## src/rtl/tcc_pkg.sv

```systemverilog
// Package for the capture/compare timer channel
package tcc_pkg;
	localparam logic [7:0] TCC_OFF_CTRL_A = 8'h00;
	localparam logic [7:0] TCC_OFF_CTRL_B = 8'h04;
	localparam logic [7:0] TCC_OFF_EDGE = 8'h08;
	localparam logic [7:0] TCC_OFF_FILT = 8'h0c;
	localparam logic [7:0] TCC_OFF_COUNT = 8'h10;
	localparam logic [7:0] TCC_OFF_CC0 = 8'h14;
	localparam logic [7:0] TCC_OFF_CC1 = 8'h18;
	localparam logic [7:0] TCC_OFF_STAT = 8'h1c;
	// Control A bits
	localparam int TCC_A_CLK_SUP = 0;
	localparam int TCC_A_CNT_EN = 1;
	localparam int TCC_A_OVF = 7;
	// Control B bits
	localparam int TCC_B_MODE0 = 0;
	localparam int TCC_B_MODE1 = 1;
	localparam int TCC_B_MCLR = 3;
	localparam int TCC_B_EXTCLK = 4;
	localparam int TCC_B_ALV = 5;
	localparam int TCC_B_OEN = 6;
	localparam int TCC_B_OSTOP = 7;
	localparam logic [7:0] TCC_CTRL_B_RST = 8'h20;
	localparam logic [7:0] TCC_EDGE_RST = 8'h00;
	localparam logic [1:0] TCC_FILT_RST = 2'h2;
	// Edge codes
	localparam logic [1:0] TCC_EDGE_FALL = 2'h0;
	localparam logic [1:0] TCC_EDGE_RISE = 2'h1;
	localparam logic [1:0] TCC_EDGE_BOTH = 2'h3;
	// Filter widths in filter clocks, filter clock = main clock / 4
	localparam logic [2:0] TCC_FW_1 = 3'h2;
	localparam logic [2:0] TCC_FW_2 = 3'h3;
	localparam logic [2:0] TCC_FW_3 = 3'h5;
	localparam logic [1:0] TCC_FDIV_LAST = 2'h3;
	localparam logic [15:0] TCC_CNT_MAX = 16'hffff;
	localparam logic [15:0] TCC_CNT_ZERO = 16'h0000;
	localparam logic [1:0] TCC_RESP_OKAY = 2'h0;
	localparam logic [1:0] TCC_RESP_SLVERR = 2'h2;

	typedef struct packed {
		logic [7:0] awaddr;
		logic awvalid;
		logic [31:0] wdata;
		logic [3:0] wstrb;
		logic wvalid;
		logic bready;
		logic [7:0] araddr;
		logic arvalid;
		logic rready;
	} tcc_axi_req_t;

	typedef struct packed {
		logic awready;
		logic wready;
		logic [1:0] bresp;
		logic bvalid;
		logic arready;
		logic [31:0] rdata;
		logic [1:0] rresp;
		logic rvalid;
	} tcc_axi_rsp_t;

	typedef struct packed {
		logic trig0;
		logic trig1;
		logic evclk;
	} tcc_pins_t;

	typedef struct packed {
		logic irq_ovf;
		logic irq_ch0;
		logic irq_ch1;
	} tcc_irq_t;
endpackage

```

## src/rtl/tcc_timer.sv

```systemverilog
// Capture/compare timer channel with AXI4-Lite registers
// Function
// - Filter width codes give 0,2,3,5 quarter-clocks
// - Free-running or external event counting
// - Captured value held until next capture
// - Wrap sets overflow flag and interrupt
// - Register zero FFFF match-clear suppresses overflow
// - Clearing by count-enable drop is no overflow
// - Overflow stop halts until enable written
// - Enable rewrite while counting has no effect
// - Mode bit picks capture or compare
// - Capture latches count on valid trigger edge
// - Every valid trigger edge in capture mode raises channel interrupt
// - Edge select: rising, falling or both
// - Compare match drives output and interrupt together
// - Zero compare matches only wrapped zero
// - Match clear resets counter on register zero
// - Register zero sets, register one resets output
// - Enable and active level set pin level
// - One pulse output pin per channel
// - Interval use: clear, interrupt, keep counting
// - Clock-supply bit low holds counter reset
// - Read colliding with capture skips store
// - Independent edge select per input
`timescale 1ns/1ns
module tcc_timer
	import tcc_pkg::*;
(
	input wire logic aclk,
	input wire logic aresetn,
	input wire tcc_pkg::tcc_axi_req_t axi_req,
	output tcc_pkg::tcc_axi_rsp_t axi_rsp,
	input wire tcc_pkg::tcc_pins_t pins,
	input wire logic count_tick,
	output logic pulse_output_pin,
	output tcc_pkg::tcc_irq_t irq
);
	import tcc_pkg::*;

	typedef struct packed {
		logic [2:0] s1;
		logic [2:0] s2;
		logic [1:0] fdiv;
		logic [2:0][2:0] fcnt;
		logic [2:0] filt;
		logic [15:0] up_counter;
		logic [15:0] capcmp_reg_zero;
		logic [15:0] capcmp_reg_one;
		logic count_enable_bit;
		logic clock_supply_enable;
		logic overflow_flag;
		logic [7:0] ctrl_b;
		logic [7:0] edge_select_reg;
		logic [1:0] input_noise_filter_width;
		logic wrapped;
		logic fresh;
		logic stopped;
		logic out_ff;
		logic aw_got;
		logic [7:0] aw_addr;
		logic w_got;
		logic [31:0] w_data;
		logic [3:0] w_strb;
		logic bvalid;
		logic [1:0] bresp;
		logic rvalid;
		logic [31:0] rdata;
		logic [1:0] rresp;
		logic pin_lvl;
		tcc_irq_t irq;
	} tcc_state_t;

	tcc_state_t st_reg;
	tcc_state_t st_next;

	logic [2:0] width_clks;
	logic [2:0] edge_hit;
	logic [2:0] rise;
	logic [2:0] fall;
	logic [1:0] esel [3];
	logic do_write;
	logic do_read;
	logic filt_tick;
	logic tick;
	logic run;
	logic mode0;
	logic mode1;
	logic match0;
	logic match1;
	logic mclr;
	logic eq0;
	logic eq1;
	logic [2:0] filt_nx;
	logic [2:0][2:0] fcnt_nx;
	logic [15:0] cnt_inc;
	logic [31:0] rd_val;
	logic rd_hit;

	always_comb begin
		unique case (st_reg.input_noise_filter_width)
			2'h0: width_clks = 3'h0;
			2'h1: width_clks = TCC_FW_1;
			2'h2: width_clks = TCC_FW_2;
			2'h3: width_clks = TCC_FW_3;
		endcase
	end

	assign filt_tick = (st_reg.fdiv == TCC_FDIV_LAST);
	// Edge selects: trigger zero bits 1:0, trigger one bits 3:2, event clock bits 7:6
	assign esel[0] = st_reg.edge_select_reg[1:0];
	assign esel[1] = st_reg.edge_select_reg[3:2];
	assign esel[2] = st_reg.edge_select_reg[7:6];

	// Kept apart so edge detection feeds the counter without a loop
	always_comb begin
		filt_nx = st_reg.filt;
		fcnt_nx = st_reg.fcnt;
		for (int i = 0; i < 3; i++) begin
			if (width_clks == 3'h0) begin
				filt_nx[i] = st_reg.s2[i];
				fcnt_nx[i] = 3'h0;
			end else if (st_reg.s2[i] == st_reg.filt[i]) begin
				fcnt_nx[i] = 3'h0;
			end else if (filt_tick) begin
				if (st_reg.fcnt[i] + 3'h1 >= width_clks) begin
					filt_nx[i] = st_reg.s2[i];
					fcnt_nx[i] = 3'h0;
				end else begin
					fcnt_nx[i] = st_reg.fcnt[i] + 3'h1;
				end
			end
		end
	end

	genvar gi;
	generate
		for (gi = 0; gi < 3; gi++) begin : g_edge
			assign rise[gi] = filt_nx[gi] & ~st_reg.filt[gi];
			assign fall[gi] = ~filt_nx[gi] & st_reg.filt[gi];
			// Code 2 is prohibited and simply detects nothing
			assign edge_hit[gi] = ((esel[gi] == TCC_EDGE_RISE) & rise[gi]) |
				((esel[gi] == TCC_EDGE_FALL) & fall[gi]) |
				((esel[gi] == TCC_EDGE_BOTH) & (rise[gi] | fall[gi]));
		end
	endgenerate

	assign mode0 = st_reg.ctrl_b[TCC_B_MODE0];
	assign mode1 = st_reg.ctrl_b[TCC_B_MODE1];
	assign run = st_reg.clock_supply_enable & st_reg.count_enable_bit & ~st_reg.stopped;
	assign tick = run & (st_reg.ctrl_b[TCC_B_EXTCLK] ? edge_hit[2] : count_tick);
	// Zero compares only count on the zero reached by wrapping
	assign eq0 = mode0 & (st_reg.up_counter == st_reg.capcmp_reg_zero) &
		((st_reg.up_counter != TCC_CNT_ZERO) | st_reg.wrapped);
	assign eq1 = mode1 & (st_reg.up_counter == st_reg.capcmp_reg_one) &
		((st_reg.up_counter != TCC_CNT_ZERO) | st_reg.wrapped);
	// A slow count clock holds a value many cycles; only its first cycle matches
	assign match0 = eq0 & st_reg.fresh;
	assign match1 = eq1 & st_reg.fresh;
	assign mclr = eq0 & st_reg.ctrl_b[TCC_B_MCLR];
	assign cnt_inc = st_reg.up_counter + 16'h0001;

	assign do_write = st_reg.aw_got & st_reg.w_got & ~st_reg.bvalid;
	assign do_read = axi_req.arvalid & ~st_reg.rvalid;

	always_comb begin
		rd_hit = 1'b1;
		rd_val = 32'h0000_0000;
		unique case (axi_req.araddr)
			TCC_OFF_CTRL_A: rd_val = {24'h0, st_reg.overflow_flag, 5'h0,
				st_reg.count_enable_bit, st_reg.clock_supply_enable};
			TCC_OFF_CTRL_B: rd_val = {24'h0, st_reg.ctrl_b};
			TCC_OFF_EDGE: rd_val = {24'h0, st_reg.edge_select_reg};
			TCC_OFF_FILT: rd_val = {30'h0, st_reg.input_noise_filter_width};
			TCC_OFF_COUNT: rd_val = {16'h0, st_reg.up_counter};
			TCC_OFF_CC0: rd_val = {16'h0, st_reg.capcmp_reg_zero};
			TCC_OFF_CC1: rd_val = {16'h0, st_reg.capcmp_reg_one};
			TCC_OFF_STAT: rd_val = {29'h0, st_reg.filt};
			default: rd_hit = 1'b0;
		endcase
	end

	always_comb begin
		st_next = st_reg;
		st_next.irq = '0;
		// Synchronise pins before any filtering
		st_next.s1 = {pins.evclk, pins.trig1, pins.trig0};
		st_next.s2 = st_reg.s1;
		st_next.fdiv = st_reg.fdiv + 2'h1;
		st_next.filt = filt_nx;
		st_next.fcnt = fcnt_nx;

		// Counter
		st_next.fresh = tick;
		if (tick) begin
			if (mclr) begin
				st_next.up_counter = TCC_CNT_ZERO;
				st_next.wrapped = 1'b0;
			end else if (st_reg.up_counter == TCC_CNT_MAX) begin
				// An FFFF match-clear was handled above, so this is a true wrap
				st_next.up_counter = TCC_CNT_ZERO;
				st_next.wrapped = 1'b1;
				st_next.overflow_flag = 1'b1;
				st_next.irq.irq_ovf = 1'b1;
				if (st_reg.ctrl_b[TCC_B_OSTOP]) begin
					st_next.stopped = 1'b1;
				end
			end else begin
				st_next.up_counter = cnt_inc;
				st_next.wrapped = 1'b0;
			end
		end

		// Compare match: output and interrupt in the same cycle
		if (match0) begin
			st_next.irq.irq_ch0 = 1'b1;
		end
		if (match1) begin
			st_next.irq.irq_ch1 = 1'b1;
		end
		// Reset wins when both match, so equal values keep the output inactive
		if (match1) begin
			st_next.out_ff = 1'b0;
		end else if (match0) begin
			st_next.out_ff = 1'b1;
		end

		// Capture: a read of the same register this cycle blocks the store
		if (!mode0 && edge_hit[0]) begin
			st_next.irq.irq_ch0 = 1'b1;
			if (!(do_read && axi_req.araddr == TCC_OFF_CC0)) begin
				st_next.capcmp_reg_zero = st_reg.up_counter;
			end
		end
		if (!mode1 && edge_hit[1]) begin
			st_next.irq.irq_ch1 = 1'b1;
			if (!(do_read && axi_req.araddr == TCC_OFF_CC1)) begin
				st_next.capcmp_reg_one = st_reg.up_counter;
			end
		end

		// Pin level from enable and active level
		if (st_reg.ctrl_b[TCC_B_OEN]) begin
			st_next.pin_lvl = st_next.out_ff ~^ st_reg.ctrl_b[TCC_B_ALV];
		end else begin
			st_next.pin_lvl = ~st_reg.ctrl_b[TCC_B_ALV];
		end

		// AXI write channel
		if (axi_req.awvalid && !st_reg.aw_got) begin
			st_next.aw_got = 1'b1;
			st_next.aw_addr = axi_req.awaddr;
		end
		if (axi_req.wvalid && !st_reg.w_got) begin
			st_next.w_got = 1'b1;
			st_next.w_data = axi_req.wdata;
			st_next.w_strb = axi_req.wstrb;
		end
		if (do_write) begin
			st_next.aw_got = 1'b0;
			st_next.w_got = 1'b0;
			st_next.bvalid = 1'b1;
			st_next.bresp = TCC_RESP_OKAY;
			if (st_reg.w_strb[0]) begin
				unique case (st_reg.aw_addr)
					TCC_OFF_CTRL_A: begin
						st_next.clock_supply_enable = st_reg.w_data[TCC_A_CLK_SUP];
						if (st_reg.w_data[TCC_A_CNT_EN]) begin
							// Restarts only a stopped counter; running count untouched
							st_next.stopped = 1'b0;
						end
						st_next.count_enable_bit = st_reg.w_data[TCC_A_CNT_EN];
						if (!st_reg.w_data[TCC_A_OVF]) begin
							st_next.overflow_flag = st_next.irq.irq_ovf;
						end
					end
					TCC_OFF_CTRL_B: st_next.ctrl_b = st_reg.w_data[7:0];
					TCC_OFF_EDGE: st_next.edge_select_reg = st_reg.w_data[7:0];
					TCC_OFF_FILT: st_next.input_noise_filter_width = st_reg.w_data[1:0];
					TCC_OFF_CC0: begin
						if (mode0) begin
							st_next.capcmp_reg_zero[7:0] = st_reg.w_data[7:0];
						end
					end
					TCC_OFF_CC1: begin
						if (mode1) begin
							st_next.capcmp_reg_one[7:0] = st_reg.w_data[7:0];
						end
					end
					TCC_OFF_COUNT, TCC_OFF_STAT: begin
					end
					default: st_next.bresp = TCC_RESP_SLVERR;
				endcase
			end
			if (st_reg.w_strb[1]) begin
				if (st_reg.aw_addr == TCC_OFF_CC0 && mode0) begin
					st_next.capcmp_reg_zero[15:8] = st_reg.w_data[15:8];
				end
				if (st_reg.aw_addr == TCC_OFF_CC1 && mode1) begin
					st_next.capcmp_reg_one[15:8] = st_reg.w_data[15:8];
				end
			end
		end
		if (st_reg.bvalid && axi_req.bready) begin
			st_next.bvalid = 1'b0;
		end

		// AXI read channel
		if (do_read) begin
			st_next.rvalid = 1'b1;
			st_next.rdata = rd_val;
			st_next.rresp = rd_hit ? TCC_RESP_OKAY : TCC_RESP_SLVERR;
		end
		if (st_reg.rvalid && axi_req.rready) begin
			st_next.rvalid = 1'b0;
		end

		// Count enable low or clock supply low forces a clear, never an overflow
		if (!st_next.count_enable_bit || !st_next.clock_supply_enable) begin
			st_next.up_counter = TCC_CNT_ZERO;
			st_next.wrapped = 1'b0;
			st_next.stopped = 1'b0;
		end
		if (!st_next.clock_supply_enable) begin
			st_next.overflow_flag = 1'b0;
			st_next.out_ff = 1'b0;
		end
	end

	always_ff @(posedge aclk) begin
		if (!aresetn) begin
			st_reg <= '0;
			st_reg.ctrl_b <= TCC_CTRL_B_RST;
			st_reg.edge_select_reg <= TCC_EDGE_RST;
			st_reg.input_noise_filter_width <= TCC_FILT_RST;
			st_reg.pin_lvl <= 1'b0;
		end else begin
			st_reg <= st_next;
		end
	end

	// Single channel instance; a six-channel timer places six of these, one pin each
	assign pulse_output_pin = st_reg.pin_lvl;
	assign irq = st_reg.irq;

	always_comb begin
		axi_rsp = '0;
		axi_rsp.awready = ~st_reg.aw_got;
		axi_rsp.wready = ~st_reg.w_got;
		axi_rsp.bvalid = st_reg.bvalid;
		axi_rsp.bresp = st_reg.bresp;
		axi_rsp.arready = ~st_reg.rvalid;
		axi_rsp.rvalid = st_reg.rvalid;
		axi_rsp.rdata = st_reg.rdata;
		axi_rsp.rresp = st_reg.rresp;
	end
endmodule

```

## config.mk

```make
export PLATFORM = sky130hd
export DESIGN_NAME = tcc_timer
export DESIGN_NICKNAME = d
export VERILOG_FILES = /design/src/rtl/tcc_pkg.sv /design/src/rtl/tcc_timer.sv
export SDC_FILE = /design/constraint.sdc
export NUM_CORES = 1
export LEC_CHECK = 0
export BUFFER_PORTS_ARGS = -buffer_cell sky130_fd_sc_hd__buf_2
export CAP_MARGIN = 10
export CORE_MARGIN = 2
export CORE_UTILIZATION = 52
export CTS_CLUSTER_DIAMETER = 80
export DETAILED_ROUTE_END_ITERATION = 16
export HOLD_SLACK_MARGIN = 0.15
export PLACE_DENSITY = 0.76
export SYNTH_ARGS = -nofsm -noshare
export SYNTH_HDL_FRONTEND = slang
export SYNTH_SLANG_ARGS = --single-unit
```

## constraint.sdc

```tcl
create_clock -name aclk -period 3.1 [get_ports aclk]
set_input_delay 0 -clock aclk [delete_from_list [all_inputs] [get_ports aclk]]
set_output_delay 0 -clock aclk [all_outputs]
set_load 0.1 [all_outputs]
```

======== Word level (Yosys, flattened, before mapping) ========
Index checks and enable logic that the tools add are counted.
storage, ports and cells
  flip-flop bits (word level) ............. 163
  output and inout port bits .............. 45
operators by class
  reduce and logical (&&, ||, !) cells .... 38
  muxes and demuxes ....................... 65
  bitwise operators ....................... 52
  equal/unequal tests ..................... 30
  $lt $le $gt $ge ......................... 3
  $add $sub $neg .......................... 5
operator list
  kind                                                             count
  16-bit one-hot mux with 8 select lines                           1
  16-bit 2-to-1 mux                                                6
  8-bit 2-to-1 mux                                                 11
  8-bit by 5-bit == test with 1-bit output, second input constant  8
  53-bit 2-to-1 mux                                                1
  1-bit 2-to-1 mux                                                 36
  16-bit == test                                                   2
  8-bit by 4-bit == test with 1-bit output, second input constant  4
  29-bit 2-to-1 mux                                                1
  1-bit AND                                                        28
  16-bit by 1-bit adder with 16-bit output, second input constant  1
  16-bit == test, second input constant                            1
  8-bit by 3-bit == test with 1-bit output, second input constant  2
  8-bit logical NOT                                                2
  16-bit nonzero test                                              1
  8-bit OR reduction                                               2
  1-bit inverter                                                   13
  2-bit == test, second input constant                             6
  3-bit 2-to-1 mux                                                 4
  3-bit one-hot mux with 4 select lines                            1
  1-bit logical AND                                                10
  1-bit OR                                                         10
  3-bit by 1-bit adder with 3-bit output, second input constant    3
  3-bit greater-or-equal comparator                                3
  13 further kinds                                                 36

======== Logic depth before layout (Yosys ltp) ========
  word-level depth ........................ 22
  gate-level depth with buffers ........... 17
  gate-level depth less buffers ........... 15

======== Worst setup path before layout ========
OpenSTA, ideal clock, no wires.
  path kind ............................... flip-flop to flip-flop
  start point ............................. register st_reg[93] (netlist bit)
  end point ............................... register st_reg[120] (netlist bit)
  data arrival time ....................... 3.168 ns
  path slack .............................. -0.200 ns
  period minus slack after synthesis ...... 3.300 ns
  cell stages (with the launch flop) ...... 17
  buffers on the path ..................... 2
  library setup time ...................... 0.132 ns
  cells stage by stage .................... dfxtp_1 > inv_1 > ha_1 > inv_1 > maj3_1 > a21o_1 > a21oi_1 > mux2i_1 > inv_1 > ha_1 > nor2b_1 > o21ai_0 > a221oi_1 > buf_2 > buf_6 > mux2i_1 > a21oi_1
on the way
  longest elaborated chain between the ends .. 18
  elaborated cells on any way between the ends .. 26
  classes of those cells .................. 1 x order compare; 3 x eq/ne; 10 x mux; 9 x bitwise; 3 x reduce/logical
RTL lines
  what                                          line                                text
  start: declaration                            tcc_timer.sv:73                     tcc_state_t st_reg;
  start signal: assignment                      tcc_timer.sv:337                    st_reg <= st_next;
  2-bit == test (tied with other cells)         tcc_timer.sv:100                    unique case (st_reg.input_noise_filter_width)
  3-bit one-hot mux with 4 select lines (*)     tcc_timer.sv:100
  3-bit greater-or-equal comparator             tcc_timer.sv:125                    if (st_reg.fcnt[i] + 3'h1 >= width_clks) begin
  1-bit 2-to-1 mux                              tcc_timer.sv:125
  1-bit 2-to-1 mux                              tcc_timer.sv:124                    end else if (filt_tick) begin
  1-bit 2-to-1 mux                              tcc_timer.sv:122                    end else if (st_reg.s2[i] == st_reg.filt[i]) begin
  1-bit 2-to-1 mux (*)                          tcc_timer.sv:119                    if (width_clks == 3'h0) begin
  named net filt_nx[1]                          tcc_timer.sv:93                     logic [2:0] filt_nx;
  [... 3 more ...]                              -
  1-bit OR / 1-bit AND (equally long branches)  tcc_timer.sv:141, tcc_timer.sv:143
  1-bit OR (*)                                  tcc_timer.sv:142                    ((esel[gi] == TCC_EDGE_FALL) & fall[gi]) |
  1-bit logical AND (*)                         tcc_timer.sv:234                    if (!mode1 && edge_hit[1]) begin
  16-bit 2-to-1 mux (*)                         tcc_timer.sv:234
  8-bit 2-to-1 mux                              tcc_timer.sv:285                    if (mode1) begin
  8-bit 2-to-1 mux                              tcc_timer.sv:264                    unique case (st_reg.aw_addr)
  29-bit 2-to-1 mux                             tcc_timer.sv:263                    if (st_reg.w_strb[0]) begin
  53-bit 2-to-1 mux (*)                         tcc_timer.sv:258                    if (do_write) begin
Mark *: on every way through the listed nets, which the timed path passes. The rest lies on a longest branch.
A chain may end at the register's enable or synchronous reset.

======== Worst setup path in the final report ========
  start point ............................. register st_reg[92] (netlist bit)
  end point ............................... register st_reg[131] (netlist bit)
on the way
  longest elaborated chain between the ends .. 18
  elaborated cells on any way between the ends .. 26
  classes of those cells .................. 1 x order compare; 3 x eq/ne; 10 x mux; 9 x bitwise; 3 x reduce/logical
RTL lines
  what                                          line                                text
  2-bit == test (tied with other cells)         tcc_timer.sv:100
  3-bit one-hot mux with 4 select lines (*)     tcc_timer.sv:100
  3-bit greater-or-equal comparator             tcc_timer.sv:125
  1-bit 2-to-1 mux                              tcc_timer.sv:125
  1-bit 2-to-1 mux                              tcc_timer.sv:124
  1-bit 2-to-1 mux                              tcc_timer.sv:122
  1-bit 2-to-1 mux (*)                          tcc_timer.sv:119
  named net filt_nx[0]                          tcc_timer.sv:93
  [... 3 more ...]                              -
  1-bit OR / 1-bit AND (equally long branches)  tcc_timer.sv:141, tcc_timer.sv:143
  1-bit OR (*)                                  tcc_timer.sv:142
  1-bit logical AND (*)                         tcc_timer.sv:228                    if (!mode0 && edge_hit[0]) begin
  16-bit 2-to-1 mux (*)                         tcc_timer.sv:228
  8-bit 2-to-1 mux                              tcc_timer.sv:280                    if (mode0) begin
  8-bit 2-to-1 mux                              tcc_timer.sv:264
  8-bit 2-to-1 mux                              tcc_timer.sv:263
  53-bit 2-to-1 mux (*)                         tcc_timer.sv:258
Marks and branches as above.

==> reports/qor.csv <==
metric,value,unit
asr flop ratio synth,0,%
layout cells sized above 1,23.48,%
final setup violating endpoints,53,
status,finished with violations,
register area share after synthesis,37.98,%
die width,125.2,um
critical path required time,3370,ps
min-delay worst type,input port to flip-flop,
TritonCTS clock tree,built,
area grow syn2layout,26.82,%
Reg2Reg Depth,18,
post-layout util,67.19,%
failing checks,setup timing,
worst clock skew,5.361,ps
Critical Path Max Stage Delay,330,ps
Max-Cap Viols,0,
Worst R2R Start,st_reg[92]$_SDFFE_PN0P_,
TritonRoute pass-1 iters,6,
RD Place Congestion,0.9343,
end of the worst register-to-register path,st_reg[131]$_SDFF_PN0_,
Final nets,1077,
Synth Warn #,0,
Vias,6909,
initial antenna violation count,0,
worst-path maximum fanout,3,
final critical-path required period,3464,ps
Final ANT Viol Nets,0,
"Top FF cell, synth",dfxtp_1,
CP Class,flip-flop to flip-flop,
clock sinks,145,
drt total wl,21.99,mm
total chip power,4.530,mW
most frequent cells in the layout,"140 x dfxtp_1, 98 x nor2_1, 88 x nand2_1",
worst setup margin,-364.3,ps
Gate Count Post-Synth,890,
Die Height,125.2,um
register bit total from synthesis,145,
Initial Util,52.98,%
Total Routing Usage GR,26.67,%
critical path cell sequence,"inv_1, ha_4, inv_4, buf_6, maj3_2, a21o_1, a21oi_2, mux2i_1, inv_1, ha_1, nand2_1, o211ai_1, a21oi_2, a21boi_4, buf_4, buf_6, mux2i_1, a211oi_1",
vias in the first global route,6426,
# H-tree levels,4,
n_diodes,0,
CP arrival,3730,ps
P per Cell Area,467.4,nW/um^2
Critical Path Start Type,flip-flop,
Slew Limit Fails,0,
full die area,15680,um^2
Leak,3.817,nW
Worst Hold End,axi_rsp[18]$_SDFFE_PN0P_,
Yosys cell types,64,
"slowest stage cell, crit path",dfxtp_2,
placed cell area,8026,um^2
Max Root-Sink Buffers,2,
final-report hold violation count,0,
Worst-Skew Late Latency,430,ps
Slew @ Worst Pin,985.9,ps
DRC violations left,0,
Cell Rows,44,
maximum number of pins on one net before global-route repair,86,
Finished Cell Area,9692,um^2
syn_area_per_cell,8.587,um^2
wire per inst,18.50,um
post-synthesis cell area,7642,um^2
"commonest non-fill, non-tap cell in the layout",dfxtp_1,
I/O pin cnt,108,
Worst VDD drop,419.6,uV
Root Buffer,clkbuf_16,
Num CTS Buffers,17,
Final period util,111.8,%
"CTS clk-pin slew, worst paths",60,ps
Rel. slew slack,34.14,%
RSZ-0062 raised after global routing,true,
Largest register FFs,110,
CP Capture Type,flip-flop,
Place WS,-311.7,ps
cell count of the worst hold path,6,
HPWL after detailed placement,13.44,mm
total gr overflow,0,
Starting DRT DRC Count,974,
vias per cell,5.811,
min-delay src,axi_req[1],
Fmax,0.2887,GHz
global-route wire length before repair,33.48,mm
reg2reg setup slack,-360,ps
Core ar.,14420,um^2
port bufs,71,
Post-synth EDFFs,0,
==> per-layer routing <==
layer  wire length, um  share of wire [%]  vias up  global-route usage, %
li1                  -                  -     3263                      -
met1              9322                 42     3173                  36.30
met2              9840                 45      410                  40.25
met3              2169                9.9       63                  6.846
met4               659                3.0        0                  11.37
met5                 0                  0        -                      0
==> cells in the mapped netlist, drive strengths merged (4+ instances only) <==
| cell | instances | area, um^2 |
|---|---|---|
| a211oi | 19 | 142.6 |
| a31oi | 4 | 25.02 |
| mux2 | 5 | 56.30 |
| nor4 | 10 | 77.57 |
| and2 | 11 | 68.82 |
| or3 | 4 | 30.03 |
| dfxtp | 145 | 2903 |
| a222oi | 8 | 80.08 |
| inv | 24 | 90.09 |
| a21oi | 45 | 225.2 |
| xor2 | 28 | 245.2 |
| nor2 | 102 | 401.6 |
| buf | 59 | 421.7 |
| a22oi | 13 | 97.59 |
| nor3 | 16 | 91.34 |
| o21a | 9 | 67.56 |
| ha | 20 | 250.2 |
| nand2b | 7 | 43.79 |
| xnor2 | 20 | 175.2 |
| clkbuf | 42 | 158.9 |
| nand2 | 92 | 345.3 |
| mux2i | 72 | 720.7 |
| nand3 | 22 | 110.1 |
| o211ai | 7 | 52.55 |
| nor2b | 9 | 56.30 |
| and3 | 4 | 25.02 |
| o22ai | 6 | 37.54 |
| nand4 | 23 | 143.9 |
| o21ai | 27 | 135.1 |
==> how the worst max path moves through the flow <==
stage / startpoint / end
2_1_floorplan: st_reg[167]$_SDFFE_PP0N_ / st_reg[120]$_SDFF_PN0_
3_3_place_gp: st_reg[170]$_SDFFE_PP0N_ / st_reg[148]$_SDFFE_PP0N_
3_5_place_dp: st_reg[170]$_SDFFE_PP0N_ / st_reg[148]$_SDFFE_PP0N_
4_1_cts: st_reg[93]$_SDFFE_PN1P_ / st_reg[133]$_SDFF_PN0_
5_1_grt: st_reg[92]$_SDFFE_PN0P_ / st_reg[131]$_SDFF_PN0_
6_report: st_reg[92]$_SDFFE_PN0P_ / st_reg[131]$_SDFF_PN0_
==> per-stage QoR <==
stage | setup TNS, ps | hold WS (ps) | std cells
finish | -12280 | 194.8 | 1189
global route | -19210 | 249.9 | 1189
CTS | -7705 | 179.7 | 1182
detailed placement | -11920 | 191.1 | 1097
global placement | -8295 | 191.8 | 1097
floorplan | 0 | 100.1 | 907
==> area by class of cell <==
class,instances,area [um^2]
clock buffers,20,446.7
clock inverters,10,183.9
fillers,1074,4732
inverters,24,95.09
multi-input cells,637,4494
flip-flops and latches,145,2912
well taps,184,230.2
repair buffers,169,1330
==> critical path, delay by kind of cell (launching register included) <==
kind / cells / cell delay (ps)
buffers and inverters: 6 / 540
AO/OA/AOI/OAI: 6 / 1000
flip-flops: 1 / 330
multiplexers: 2 / 470
adder cells (fa/ha/maj): 3 / 910
AND/OR/NAND/NOR: 1 / 70
==> report_power, final <==
| part | total (mW) | switching (mW) | internal, mW |
|---|---|---|---|
| clock | 2.23 | 0.793 | 1.44 |
| combinational | 0.369 | 0.263 | 0.106 |
| sequential | 1.93 | 0.0337 | 1.90 |
| total | 4.53 | 1.09 | 3.44 |
==> cell families after synthesis <==
family	count (synthesis)	share of synthesized area, %
xor gates and xnor gates	48	5.501
buffers and inverters	125	8.775
adders and majority gates	23	3.667
AOI/OAI and AO/OA	154	13.18
and+or+nand+nor	314	19.79
other	1	0.04907
muxes	80	11.05
DFF	145	37.98
==> what timing repair did <==
| item | in CTS | in global routing |
|---|---|---|
| endpoints found under the setup margin | 53 | 53 |
| hold buffers | 39 | 0 |
| hold endpoints to repair | 48 | 0 |
| pin swaps | 51 | 45 |
| buffers inserted | 14 | 10 |
| cloned | 2 | 1 |
| gates resized for setup | 61 | 39 |
Note: power is estimated with default switching activity, not from simulation.
